==> config.mk <==
export PLATFORM = sky130hd
export DESIGN_NAME = iwpc_regs
export DESIGN_NICKNAME = d
export VERILOG_FILES = /design/src/verilog/iwpc_pkg.sv /design/src/verilog/iwpc_regs.sv /design/src/verilog/iwpc_log_mem.sv
export SDC_FILE = /design/constraint.sdc
export NUM_CORES = 1
export LEC_CHECK = 0
export ABC_AREA = 1
export BUFFER_PORTS_ARGS = -buffer_cell sky130_fd_sc_hd__buf_2
export CORE_ASPECT_RATIO = 1.75
export CORE_MARGIN = 2
export CORE_UTILIZATION = 30
export CTS_CLUSTER_DIAMETER = 100
export CTS_CLUSTER_SIZE = 8
export DETAILED_ROUTE_END_ITERATION = 10
export GPL_TIMING_DRIVEN = 0
export PLACE_DENSITY_LB_ADDON = 0.08
export SYNTH_ARGS = -nofsm -noshare
export SYNTH_HDL_FRONTEND = slang
export SYNTH_SLANG_ARGS = --single-unit
==> constraint.sdc <==
create_clock -name SYS_CLK -period 2.7 [get_ports SYS_CLK]
set_input_delay 0.135 -clock SYS_CLK [delete_from_list [all_inputs] [get_ports SYS_CLK]]
set_output_delay 0.135 -clock SYS_CLK [all_outputs]
set_load 0.03 [all_outputs]
==> src/verilog/iwpc_pkg.sv <==
// Constants and types of the input warning and pin configuration register block.
// Assumes a command layer upstream that has already decoded the serial transfers.
`default_nettype none

package iwpc_pkg;

   // Command codes
   localparam logic [7:0]  CMD_CLEAR_FAULTS   = 8'h03;
   localparam logic [7:0]  CMD_OVERCURRENT_WARN_FLAG_LIMIT  = 8'h5D;
   localparam logic [7:0]  CMD_CUR_REF_CODE   = 8'hE0;
   localparam logic [7:0]  CMD_PIN_PAIR_A     = 8'hE1;

   // Values after reset
   localparam logic [7:0]  OC_LIMIT_RESET     = 8'hFF;
   localparam logic [5:0]  CUR_REF_RESET      = 6'h32;
   localparam logic [7:0]  PIN_PAIR_A_RESET   = 8'h00;

   // Field positions of the pin pair register
   localparam int          PIN1_FUNC_LSB      = 5;
   localparam int          PIN1_LEVEL_BIT     = 4;
   localparam int          PIN2_FUNC_LSB      = 1;
   localparam int          PIN2_LEVEL_BIT     = 0;

   // Event log
   localparam int          LOG_SLOTS          = 7;
   localparam logic [2:0]  LOG_PTR_LAST       = 3'h6;
   localparam logic [3:0]  EVT_OVERPOWER      = 4'h1;
   localparam logic [3:0]  EVT_OVERCURRENT    = 4'h2;
   localparam int          STAMP_W            = 12;

   // Time stamp rate
   localparam int          CLK_PERIOD_NS      = 10;
   localparam int          STAMP_TICK_NS      = 1000000;
   localparam int          STAMP_TICK_CYCLES  = STAMP_TICK_NS / CLK_PERIOD_NS;

   // Pin functions; code zero is the pin's dedicated output
   typedef enum logic [2:0] {
      IWPC_PIN_DEDICATED = 3'b000,
      IWPC_PIN_GP_IN     = 3'b001,
      IWPC_PIN_GP_OUT    = 3'b010,
      IWPC_PIN_COMP_TWO  = 3'b011,
      IWPC_PIN_COMP_ONE  = 3'b100,
      IWPC_PIN_EE_CLOCK  = 3'b101,
      IWPC_PIN_EE_DATA   = 3'b110,
      IWPC_PIN_RESERVED  = 3'b111
   } iwpc_pin_func_t;

endpackage

`default_nettype wire

==> src/verilog/iwpc_regs.sv <==
// Input warning detection, event logging, current reference and pin pair configuration.
// Assumes an upstream command layer delivering one decoded command per strobe.
`default_nettype none

////////////////////////////////////////////////////////////////////////////////
// What this block does
// Overpower sets unknown, input and overpower bits
// Overcurrent sets unknown, input and overcurrent bits
// Either warning may set energy overflow bit
// Log each warning with identifier and stamp
// Pointer steps below six, else wraps zero
// Pointer holds when no log slot free
// Alert only if unmasked and pin selected
// Overcurrent warns when current exceeds limit
// Clear needs current below and clear command
// Limit: eight bits in word, reset FFh
// Limit reached at code 5Dh, word access
// Reference: six bits, reset 32h, code E0h
// Reference code drives comparator threshold DAC
// Host unlocks write protect before writing; this block has no write protect and accepts every write to a known code
// Pin pair register at code E1h
// Bits 7:5 select pin one function
// Bit 4 holds pin one level
// Bits 3:1 pin two, bit 0 level
module iwpc_regs
   import iwpc_pkg::*;
#(
   parameter int STAMP_DIV = STAMP_TICK_CYCLES
) (
   // Clock and reset
   input  wire logic        SYS_CLK,
   input  wire logic        RESETN,
   // Command port
   input  wire logic        CMD_VALID,
   input  wire logic        CMD_WRITE,
   input  wire logic [7:0]  CMD_CODE,
   input  wire logic [15:0] CMD_WDATA,
   output logic             CMD_DONE,
   output logic             CMD_ERR,
   output logic      [15:0] RD_DATA,
   // Telemetry
   input  wire logic        OVERPOWER_DETECT,
   input  wire logic        IMON_VALID,
   input  wire logic [7:0]  IMON_VALUE,
   input  wire logic        ENERGY_OVERFLOW,
   // Alert
   input  wire logic        ALERT_MASK_INPUT,
   input  wire logic        ALERT_PIN_SELECTED,
   output logic             ALERT_LINE_N_O,
   output logic             ALERT_LINE_N_OE,
   // Status bits
   output logic             STATUS_BYTE_UNKNOWN,
   output logic             STATUS_WORD_INPUT,
   output logic             STATUS_WORD_UNKNOWN,
   output logic             OVERPOWER_WARN_FLAG,
   output logic             OVERCURRENT_WARN_FLAG,
   output logic             ENERGY_OVERFLOW_WARN_FLAG,
   // Event log
   input  wire logic        LOG_CLEAR,
   input  wire logic [2:0]  LOG_RD_ADDR,
   output logic      [15:0] LOG_RD_DATA,
   output logic      [2:0]  EVENT_LOG_POINTER,
   output logic             LOG_FULL,
   // Analog and pin configuration
   output logic      [5:0]  CURRENT_REF_DAC_CODE,
   output logic      [2:0]  AUX_PIN_ONE_FUNC,
   output logic             AUX_PIN_ONE_LEVEL,
   output logic             AUX_PIN_ONE_GP_OUT,
   output logic      [2:0]  AUX_PIN_TWO_FUNC,
   output logic             AUX_PIN_TWO_LEVEL,
   output logic             AUX_PIN_TWO_GP_OUT
);

   function automatic logic pin_is_gp_out(input logic [2:0] func);
      pin_is_gp_out = (func == IWPC_PIN_GP_OUT);
   endfunction

   ////////////////////////////////////////////////////////////////////////////
   // Reset release through two flip-flops
   logic rst_meta_ff;
   logic rst_n_ff;

   always_ff @(posedge SYS_CLK or negedge RESETN) begin
      if (!RESETN) begin
         rst_meta_ff <= 1'b0;
         rst_n_ff    <= 1'b0;
      end else begin
         rst_meta_ff <= 1'b1;
         rst_n_ff    <= rst_meta_ff;
      end
   end

   ////////////////////////////////////////////////////////////////////////////
   // Configuration registers and command answers
   logic [7:0]  oc_limit_ff,  nxt_oc_limit;
   logic [5:0]  cur_ref_ff,   nxt_cur_ref;
   logic [7:0]  pin_cfg_ff,   nxt_pin_cfg;
   logic        done_ff,      nxt_done;
   logic        err_ff,       nxt_err;
   logic [15:0] rd_data_ff,   nxt_rd_data;
   logic        clr_faults;

   assign clr_faults = CMD_VALID && CMD_WRITE && (CMD_CODE == CMD_CLEAR_FAULTS);

   always_comb begin
      nxt_oc_limit = oc_limit_ff;
      nxt_cur_ref  = cur_ref_ff;
      nxt_pin_cfg  = pin_cfg_ff;
      nxt_done     = CMD_VALID;
      nxt_err      = 1'b0;
      nxt_rd_data  = rd_data_ff;
      if (CMD_VALID) begin
         // Upper byte of the limit word is not stored and reads zero
         if (CMD_CODE == CMD_OVERCURRENT_WARN_FLAG_LIMIT) begin // see
            if (CMD_WRITE) begin
               nxt_oc_limit = CMD_WDATA[7:0];
            end else begin
               nxt_rd_data = {8'h00, oc_limit_ff};
            end
         end else if (CMD_CODE == CMD_CUR_REF_CODE) begin
            if (CMD_WRITE) begin
               nxt_cur_ref = CMD_WDATA[5:0];
            end else begin
               nxt_rd_data = {10'h000, cur_ref_ff};
            end
         end else if (CMD_CODE == CMD_PIN_PAIR_A) begin
            if (CMD_WRITE) begin
               nxt_pin_cfg = CMD_WDATA[7:0];
            end else begin
               nxt_rd_data = {8'h00, pin_cfg_ff};
            end
         end else if (CMD_CODE == CMD_CLEAR_FAULTS && CMD_WRITE) begin
            nxt_rd_data = rd_data_ff;
         end else begin
            nxt_err     = 1'b1;
            nxt_rd_data = 16'h0000;
         end
      end
   end

   always_ff @(posedge SYS_CLK or negedge rst_n_ff) begin
      if (!rst_n_ff) begin
         oc_limit_ff <= OC_LIMIT_RESET;
         cur_ref_ff  <= CUR_REF_RESET;
         pin_cfg_ff  <= PIN_PAIR_A_RESET;
         done_ff     <= 1'b0;
         err_ff      <= 1'b0;
         rd_data_ff  <= 16'h0000;
      end else begin
         oc_limit_ff <= nxt_oc_limit;
         cur_ref_ff  <= nxt_cur_ref;
         pin_cfg_ff  <= nxt_pin_cfg;
         done_ff     <= nxt_done;
         err_ff      <= nxt_err;
         rd_data_ff  <= nxt_rd_data;
      end
   end

   assign CMD_DONE             = done_ff;
   assign CMD_ERR              = err_ff;
   assign RD_DATA              = rd_data_ff;
   assign CURRENT_REF_DAC_CODE = cur_ref_ff;
   assign AUX_PIN_ONE_FUNC     = pin_cfg_ff[PIN1_FUNC_LSB +: 3];
   assign AUX_PIN_ONE_LEVEL    = pin_cfg_ff[PIN1_LEVEL_BIT];
   assign AUX_PIN_TWO_FUNC     = pin_cfg_ff[PIN2_FUNC_LSB +: 3];
   assign AUX_PIN_TWO_LEVEL    = pin_cfg_ff[PIN2_LEVEL_BIT];
   assign AUX_PIN_ONE_GP_OUT   = pin_is_gp_out(pin_cfg_ff[PIN1_FUNC_LSB +: 3]);
   assign AUX_PIN_TWO_GP_OUT   = pin_is_gp_out(pin_cfg_ff[PIN2_FUNC_LSB +: 3]);

   ////////////////////////////////////////////////////////////////////////////
   // Time stamp: one enable pulse per tick, no second clock
   logic [31:0]        div_ff,   nxt_div;
   logic [STAMP_W-1:0] stamp_ff, nxt_stamp;

   always_comb begin
      nxt_div   = div_ff + 32'd1;
      nxt_stamp = stamp_ff;
      if (div_ff >= 32'(STAMP_DIV - 1)) begin
         nxt_div   = 32'd0;
         nxt_stamp = stamp_ff + 1'b1;
      end
   end

   always_ff @(posedge SYS_CLK or negedge rst_n_ff) begin
      if (!rst_n_ff) begin
         div_ff   <= 32'd0;
         stamp_ff <= '0;
      end else begin
         div_ff   <= nxt_div;
         stamp_ff <= nxt_stamp;
      end
   end

   ////////////////////////////////////////////////////////////////////////////
   // Warning flags, status summary, alert and event log
   logic       oc_above_ff,  nxt_oc_above;
   logic       op_flag_ff,   nxt_op_flag;
   logic       oc_flag_ff,   nxt_oc_flag;
   logic       en_flag_ff,   nxt_en_flag;
   logic       byte_unk_ff,  nxt_byte_unk;
   logic       word_in_ff,   nxt_word_in;
   logic       word_unk_ff,  nxt_word_unk;
   logic       alert_ff,     nxt_alert;
   logic       op_pend_ff,   nxt_op_pend;
   logic       oc_pend_ff,   nxt_oc_pend;
   logic [2:0] ptr_ff,       nxt_ptr;
   logic [2:0] cnt_ff,       nxt_cnt;
   logic       op_evt;
   logic       oc_evt;
   logic       log_full;
   logic       log_wr;
   logic [3:0] log_id;

   // A warning counts as a new event only while its flag is still clear
   assign op_evt   = OVERPOWER_DETECT && !op_flag_ff;
   assign oc_evt   = oc_above_ff && !oc_flag_ff;
   assign log_full = (32'(cnt_ff) >= LOG_SLOTS);
   // Overpower wins a tie; the overcurrent entry follows one cycle later
   assign log_wr   = (op_pend_ff || oc_pend_ff) && !log_full;
   assign log_id   = op_pend_ff ? EVT_OVERPOWER : EVT_OVERCURRENT;

   always_comb begin
      nxt_oc_above = oc_above_ff;
      if (IMON_VALID) begin
         nxt_oc_above = (IMON_VALUE > oc_limit_ff);
      end
      // Set wins over clear; clear only takes once the level is back below
      nxt_op_flag  = OVERPOWER_DETECT || (op_flag_ff && !clr_faults);
      nxt_oc_flag  = oc_above_ff || (oc_flag_ff && !clr_faults); // see
      nxt_en_flag  = ((op_evt || oc_evt) && ENERGY_OVERFLOW)
                     || (en_flag_ff && !clr_faults);
      nxt_byte_unk = nxt_op_flag || nxt_oc_flag; // see
      nxt_word_in  = nxt_op_flag || nxt_oc_flag;
      nxt_word_unk = nxt_op_flag;
      nxt_alert    = (nxt_op_flag || nxt_oc_flag) && !ALERT_MASK_INPUT
                     && ALERT_PIN_SELECTED;
      // Pending events with no free slot are dropped
      nxt_op_pend  = op_evt || (op_pend_ff && !log_wr && !log_full);
      nxt_oc_pend  = oc_evt || (oc_pend_ff && !(log_wr && !op_pend_ff) && !log_full);
      nxt_ptr      = ptr_ff;
      nxt_cnt      = LOG_CLEAR ? 3'h0 : cnt_ff;
      if (log_wr) begin
         nxt_ptr = (ptr_ff < LOG_PTR_LAST) ? ptr_ff + 3'h1 : 3'h0;
         // A write in the clearing cycle still holds its slot
         nxt_cnt = LOG_CLEAR ? 3'h1 : cnt_ff + 3'h1;
      end
   end

   always_ff @(posedge SYS_CLK or negedge rst_n_ff) begin
      if (!rst_n_ff) begin
         oc_above_ff <= 1'b0;
         op_flag_ff  <= 1'b0;
         oc_flag_ff  <= 1'b0;
         en_flag_ff  <= 1'b0;
         byte_unk_ff <= 1'b0;
         word_in_ff  <= 1'b0;
         word_unk_ff <= 1'b0;
         alert_ff    <= 1'b0;
         op_pend_ff  <= 1'b0;
         oc_pend_ff  <= 1'b0;
         ptr_ff      <= 3'h0;
         cnt_ff      <= 3'h0;
      end else begin
         oc_above_ff <= nxt_oc_above;
         op_flag_ff  <= nxt_op_flag;
         oc_flag_ff  <= nxt_oc_flag;
         en_flag_ff  <= nxt_en_flag;
         byte_unk_ff <= nxt_byte_unk;
         word_in_ff  <= nxt_word_in;
         word_unk_ff <= nxt_word_unk;
         alert_ff    <= nxt_alert;
         op_pend_ff  <= nxt_op_pend;
         oc_pend_ff  <= nxt_oc_pend;
         ptr_ff      <= nxt_ptr;
         cnt_ff      <= nxt_cnt;
      end
   end

   iwpc_log_mem #(
      .DEPTH (LOG_SLOTS),
      .WIDTH (16)
   ) u_log_mem (
      .clk     (SYS_CLK),
      .wr_en   (log_wr),
      .wr_addr (ptr_ff),
      .wr_data ({log_id, stamp_ff}),
      .rd_addr (LOG_RD_ADDR),
      .rd_data (LOG_RD_DATA)
   );

   // Open-drain alert: only ever pulls low
   assign ALERT_LINE_N_O            = 1'b0;
   assign ALERT_LINE_N_OE           = alert_ff;
   assign STATUS_BYTE_UNKNOWN       = byte_unk_ff;
   assign STATUS_WORD_INPUT         = word_in_ff;
   assign STATUS_WORD_UNKNOWN       = word_unk_ff;
   assign OVERPOWER_WARN_FLAG       = op_flag_ff;
   assign OVERCURRENT_WARN_FLAG     = oc_flag_ff;
   assign ENERGY_OVERFLOW_WARN_FLAG = en_flag_ff;
   assign EVENT_LOG_POINTER         = ptr_ff;
   assign LOG_FULL                  = log_full;
endmodule // iwpc_regs

`default_nettype wire

==> src/verilog/iwpc_log_mem.sv <==
// Small event log memory: one write port, registered read data.
// Assumes writes and reads are both synchronous to the one system clock.
`default_nettype none

module iwpc_log_mem
   import iwpc_pkg::*;
#(
   parameter int DEPTH = LOG_SLOTS,
   parameter int WIDTH = 16
) (
   // Clock
   input  wire logic                      clk,
   // Write port
   input  wire logic                      wr_en,
   input  wire logic [$clog2(DEPTH)-1:0]  wr_addr,
   input  wire logic [WIDTH-1:0]          wr_data,
   // Read port
   input  wire logic [$clog2(DEPTH)-1:0]  rd_addr,
   output logic      [WIDTH-1:0]          rd_data
);

   logic [WIDTH-1:0] mem [DEPTH];

   // Contents carry no reset: a slot is only read back once the log has filled it
   always_ff @(posedge clk) begin
      if (wr_en) begin
         mem[wr_addr] <= wr_data;
      end
      if (32'(rd_addr) < DEPTH) begin
         rd_data <= mem[rd_addr];
      end else begin
         rd_data <= '0;
      end
   end

endmodule // iwpc_log_mem

`default_nettype wire

==> impl_results.md, run 1 <==
- Max-slew headroom: 0.454
- Mapped Avg Cell Area: around 10 sq um
- Yosys top cell by area: edfxtp_1
- Layout cells sized above 1: 0.192
- Antenna viol nets, final: 0
- Setup Viol. Count Final: 0
- Core area: 28600 sq um
- Vias: between 6000 and 7000
- Final Hold Viols: 0
- Worst slew pin tran: 818 ps
- Routed WL: 22.5 mm
- Critical Path Start Type: flop
- CTS tree: done
- Port Buffers: 84
- ANT cells: 0
- Yosys warns: 0
- Skew-Pair Late Insertion Delay: 550 ps
- Sequential fraction of the synthesis area: 0.635
- Total grt overflow: 0
- Pin count of the biggest net entering global routing: 58
- Gr usage total: 0.150
- RSZ-0062 raised after global routing: yes
- Flop and latch count out of synthesis: 204
- Final Wtd Congestion: 0.747
- Clock sink count: 204
- Area of the multi-input gates: 2830 sq um
- Clock slew at reported path FFs: 50 ps
- Max Cap Violations: 0
- Static Leak: 0.00458 uW
- Mapped Area: 8720 sq um
- Finished Cell Area: around 11000 sq um
- Clock skew: 12.9 ps
- CTS HTree Levels: 1
- Register area: 5540 sq um
- Max FO, Critical Path: 14
- Number of setup buffers added after CTS: 0
- Max Slew Vio Count: 0
- Placed cell areas: 9800 sq um
- Number of global-route vias before repair: 6451
- Setup Crit Path Kind: reg2reg
- Die W: 133 um
- Data required time at the worst endpoint: around 2900 ps
- Initial DRC count: 242
- Via density per instance: roughly 4.4
- Status: complete, no violations
- Post-DP HPWL: 16.3 mm
- Detailed Routing Iterations Pass 1: 4
- Minimum clock period: roughly 2600 ps
- Clock root buffer master: clkbuf_16
- CTS Buffer Depth: 3
- Row count: 82
- Final #Nets: 1066
- Initial antenna violation count: 0
- Die Y: 230 um
- Area growth syn-to-layout: 24.6%
- Final period util: 0.950
- Core Util, Final: 0.380
- WL/cell: around 16 um
- Synth Instances: 845
- Inserted Clock Buffers: 29
- IO Pins: around 110
- Fillers: between 2000 and 3000
- Top-area cell type share of the netlist area: 0.337
- WP data arrival: 2730 ps
- Starting Density: 0.305
- Power per cell area: 697 nW/um^2
- Remaining DRCs: 0
- Netlist cell types: just over 40
- Full die area: 30500 sq um
- First-pass GRT wire length: 35.5 mm
- Main area contributors after synthesis: edfxtp_1 34%, dfrtp_1 23%, nand2_1 7.9%, nand3_1 4.5%, nor2_1 4.4%
- Crit path capture type: flop
- Maximum VDD drop: between 0.4 and 0.5 mV
- Fmax achieved: 0.390 GHz
- Hold Crit Class: in2reg
## logic make-up (layout without fill, tap and decap cells)
family / count (synthesis) / in the layout / synth area share
AND/OR/NAND/NOR: 397 / 397 / 0.197
flip-flops: 204 / 204 / 0.635
AO/OA/AOI/OAI: 107 / 107 / 0.0768
buffers and inverters: 104 / 265 / 0.0538
XOR/XNOR: 18 / 18 / 0.0181
adder cells (fa/ha/maj): 13 / 13 / 0.0187
other: 2 / 27 / 0.000861
## placed cells by master (no fill, tap or decap), types with 2 or more instances in the layout
cell type      netlist  layout
a21oi_1              9       9
buf_2                6      90
buf_4               15      15
buf_6                2       2
buf_8                0       3
clkbuf_1            16      39
clkbuf_16            0      29
conb_1               2      27
dfrtp_1             81      80
dfstp_2             11      11
dfxtp_1             14      14
dlygate4sd3_1        0      19
edfxtp_1            98      98
ha_1                13      13
inv_1               62      62
inv_2                3       3
nand2_1            183     183
nand2_2              8       8
nand3_1             78      78
nand4_1              8       8
nor2_1             102      95
nor2_2               2       7
nor2_4               3       5
nor3_1               5       5
nor3b_1              2       2
o2111ai_1            9       9
o211ai_1             2       2
o21ai_0             41      41
o21ai_1              9       9
o21ai_2             14      14
o22ai_1             16      16
o31ai_1              3       3
xnor2_1              8       8
xor2_1              10      10
## cell usage after synthesis (all sizes together)
cell,instances
nand3b,1
dfrtp,81
a21oi,10
o22ai,16
xnor2,8
inv,65
edfxtp,98
o211ai,2
buf,23
nand3,79
dfxtp,14
o32ai,1
dfstp,11
clkbuf,16
conb,2
nor3b,2
o21ai,64
nor2,107
nand2,192
nand4,8
a22o,1
o31ai,3
o2111ai,9
nor3,7
or2,1
ha,13
xor2,10
a31o,1
## routing by layer
| layer | global-route usage | up-vias | part of all wire |
|---|---|---|---|
| li1 | - | 3146 | - |
| met5 | 0 | - | 0 |
| met4 | 0.0491 | 0 | 0.020 |
| met3 | 0.0206 | 30 | 0.032 |
| met2 | 0.311 | 104 | 0.60 |
| met1 | 0.148 | 2943 | 0.35 |
## area by class of cell
class | instances | area share
multi-input cells | 562 | 0.261
plain buffers | 39 | 0.0207
well taps | 378 | 0.0435
flip-flops and latches | 204 | 0.510
clock inverters | 2 | 0.00461
clock buffers | 52 | 0.0747
repair buffers | 107 | 0.0629
inverters | 65 | 0.0225
## flip-flops by register name, summed over array words and instances (netlist names), 3 cells and up
signal and count:
CURRENT_REF_DAC_CODE 6, EVENT_LOG_POINTER 3, RD_DATA 8, cnt_ff 3
div_ff 32, oc_limit_ff 8, pin_cfg_ff 8, stamp_ff 12
u_log_mem.mem 98, u_log_mem.rd_data 14
## metrics by stage
stage                     setup TNS [ps]  hold WS (ps)  instances  total power (uW)  worst slack, ps
after floorplan                        0          -161        870              3930             62.1
after global placement            -43680         -78.0       1332              4130             -633
after detailed placement           -6580         -77.4       1336              4150             -306
after CTS                          -2690          15.3       1409              7690             -114
after global routing               -1820          69.3       1409              7890            -87.2
final                                  0          33.3       1409              7570              135
## final timing paths
check / start / endpoint / slack (ps) / cells after the start
max in group asynchronous: rst_n_ff / oc_limit_ff[0] / 1700 / 1
min in group asynchronous: rst_n_ff / div_ff[8] / 300 / 0
worst max register to register: cnt_ff[0] / u_log_mem.mem[0][2] / 130 / 7
worst min register to register: rst_n_ff / div_ff[8] / 300 / 0
worst max-delay path: cnt_ff[0] / u_log_mem.mem[0][2] / 130 / 7
worst min-delay path: LOG_RD_ADDR[2] / u_log_mem.rd_data[8] / 30 / 3
## critical path: stages (launching register included)
cell and delay, ps:
dfrtp_1 390, ha_1 200, ha_1 170, inv_1 50
nand2_1 90, a21oi_2 360, nand2_1 230, nor2_2 680
## repair_timing
item / 4_1_cts / 5_1_grt
gates cloned: 0 / 0
endpoints found under the hold margin: 34 / 0
hold buffers: 19 / 0
gates resized for setup: 1 / 2
setup endpoints to repair: 42 / 56
## where the power goes
group / leakage (uW) / internal (uW) / switching, uW / total, uW
Clock: 0.000408 / 2110 / 1350 / 3470
Combinational: 0.00201 / 180 / 345 / 525
Sequential: 0.00216 / 3420 / 158 / 3580
No activity file was read; power rests on OpenSTA's default activity.
==> run 2, diff against run 1 <==
Settings changed: CORE_ASPECT_RATIO 1.75 to unset.
==> run 2 against run 1 <==
- routed wire length fell by 5.6%
- sequential cell count stayed put
- setup slack improved by 180 ps
==> impl_results.md, run 2 (synthesis gave the netlist of run 1 again) <==
- ANT cells: 0 (unchanged)
- Final Wtd Congestion: 0.756 (+1.2%)
- Post-DP HPWL: 14.2 mm (-13%)
- Maximum VDD drop: 0.418 mV (-3.9%)
- Static Leak: 0.00462 uW (+0.76%)
- Routed WL: 21.2 mm (-5.6%)
- Overall power: 7540 uW (-0.36%)
- Final Hold Viols: 0 (unchanged)
- WP data arrival: 2640 ps (-90 ps)
- Status: complete, no violations
- Core Util, Final: 0.384 (+0.00446)
- Skew-Pair Late Insertion Delay: 540 ps (about the same)
- Number of global-route vias before repair: 6328 (-1.9%)
- Antenna viol nets, final: 0 (unchanged)
- Full die area: 30400 sq um (-0.18%)
- Met3 usage: 0.0258 (+0.00522)
- Core area: 28600 sq um (unchanged)
- Die Y: 174 um (-24%)
- Max Cap Violations: 0 (unchanged)
- CTS tree: done
- Hold Slack: 47.5 ps (+14.2 ps)
- Inserted Clock Buffers: 29 (unchanged)
- Critical Path Start Type: flop
- Most used routing layer: met2
- Setup Crit Path Kind: reg2reg
- Global routing usage on met2: 0.235 (-0.0761)
- Worst slew pin tran: 621 ps (-197 ps)
- Initial antenna violation count: 0 (unchanged)
- Clock sink count: 204 (unchanged)
- Initial DRC count: 285 (+18%)
- Largest register FFs: 98 (unchanged)
- Gr usage total: 0.141 (-0.00925)
- Remaining DRCs: 0 (unchanged)
- Most common cell after layout, fill and taps aside: nand2_1
- Dpl ws: -131 ps (+175 ps)
- Max Slew Vio Count: 0 (unchanged)
- Final period util: 0.883 (-0.0668)
- Vias: 6260 (+0.59%)
- WL/cell: 14.9 um (-6.3%)
- Via density per instance: 4.41 (-0.11%)
- Starting Density: 0.305 (unchanged)
- Clock root buffer master: clkbuf_16
- Row count: 62 (-24%)
- Largest registers: u_log_mem.mem: 98 flops, div_ff: 32 flops, u_log_mem.rd_data: 14 flops
- Port Buffers: 84 (unchanged)
- Crit path capture type: flop
- Hold Crit Class: in2reg
- Fmax achieved: 0.419 GHz (+7.6%)
- Routing usage on met1: 0.189 (+0.0415)
- Data required time at the worst endpoint: 2950 ps (+80 ps)
- Die W: 174 um (+31%)
- IO Pins: 107 (unchanged)
- Top reg by flops: u_log_mem.mem
- Max FO, Critical Path: 14 (unchanged)
- Post-route setup slack: 315 ps (+180 ps)
- Pin count of the biggest net entering global routing: 52 (-10%)
- Max-slew headroom: 0.586 (+0.132)
- Minimum clock period: 2390 ps (-180 ps)
- Detailed Routing Iterations Pass 1: 5 (+1)
- Setup Viol. Count Final: 0 (unchanged)
- CTS Buffer Depth: 3 (unchanged)
- CTS HTree Levels: 1 (unchanged)
- Most frequent cells in the layout: 183 x nand2_1, 98 x edfxtp_1, 95 x nor2_1
- Clock skew: 9.64 ps (-3.29 ps)
- Power per cell area: 686 nW/um^2 (-1.5%)
- Final #Nets: 1070 (+0.38%)
- RSZ-0062 raised after global routing: no
- Layout cells sized above 1: 0.195 (+0.00312)
- Clock slew at reported path FFs: 60 ps (about the same)
- Area growth syn-to-layout: 26.0%
- First-pass GRT wire length: 34.2 mm (-3.4%)
- Total grt overflow: 0 (unchanged)
run 2: repair_timing:
item / in CTS / in global routing
hold buffers: 19 / 0
endpoints found under the setup margin: 72 / 98
setup buffers: 0 / 7
pin swaps: 0 / 6
gates resized for setup: 4 / 3
hold endpoints to repair: 39 / 0
run 2: critical path: stages (launching register included):
cell	delay [ps]
dfrtp_1	400
ha_1	210
ha_1	180
inv_1	50
nand2_1	100
a21oi_2	360
inv_1	140
nor2_1	150
inv_1	150
nor2_4	160
buf_12	170
run 2: path summary, 6_finish.rpt:
| kind | startpoint | endpoint | slack (ps) | cells after the start |
|---|---|---|---|---|
| worst min register to register | rst_n_ff | div_ff[24] | 320 | 0 |
| worst max-delay path | cnt_ff[0] | u_log_mem.mem[5][10] | 310 | 10 |
| min in group asynchronous | rst_n_ff | div_ff[24] | 320 | 0 |
| worst max register to register | cnt_ff[0] | u_log_mem.mem[5][10] | 310 | 10 |
| worst min-delay path | CMD_WRITE | CMD_ERR | 50 | 4 |
| max in group asynchronous | rst_n_ff | oc_limit_ff[6] | 1680 | 1 |
run 2: where the power goes:
group / total [uW] / leakage (uW) / internal (uW) / switching [uW]
clock: 3440 / 0.000408 / 2110 / 1330
sequential: 3580 / 0.00216 / 3420 / 162
combinational: 520 / 0.00205 / 180 / 340
run 2: metrics by stage:
stage | cell area, sq um | setup TNS, ps | std cells
after detailed placement | 9760 | -5420 | 1339
final | 11000 | 0 | 1419
after global routing | 11000 | 0 | 1419
after floorplan | 8820 | 0 | 870
after CTS | 10800 | -6100 | 1412
after global placement | 9720 | -43750 | 1338
run 2: cell type report:
class / instances / area, sq um
buffer: 39 / 225
clock buffer: 52 / 812
clock inverter: 2 / 50.0
fill: 2896 / 17600
inverter: 65 / 244
multi-input combinational: 562 / 2860
sequential: 204 / 5540
tap: 384 / 480
timing repair buffer: 111 / 778
run 2: layer usage:
| layer | part of all wire | wire (um) |
|---|---|---|
| met5 | 0 | 0 |
| met1 | 0.47 | 9970 |
| met3 | 0.042 | 890 |
| met2 | 0.47 | 9870 |
| met4 | 0.022 | 468 |
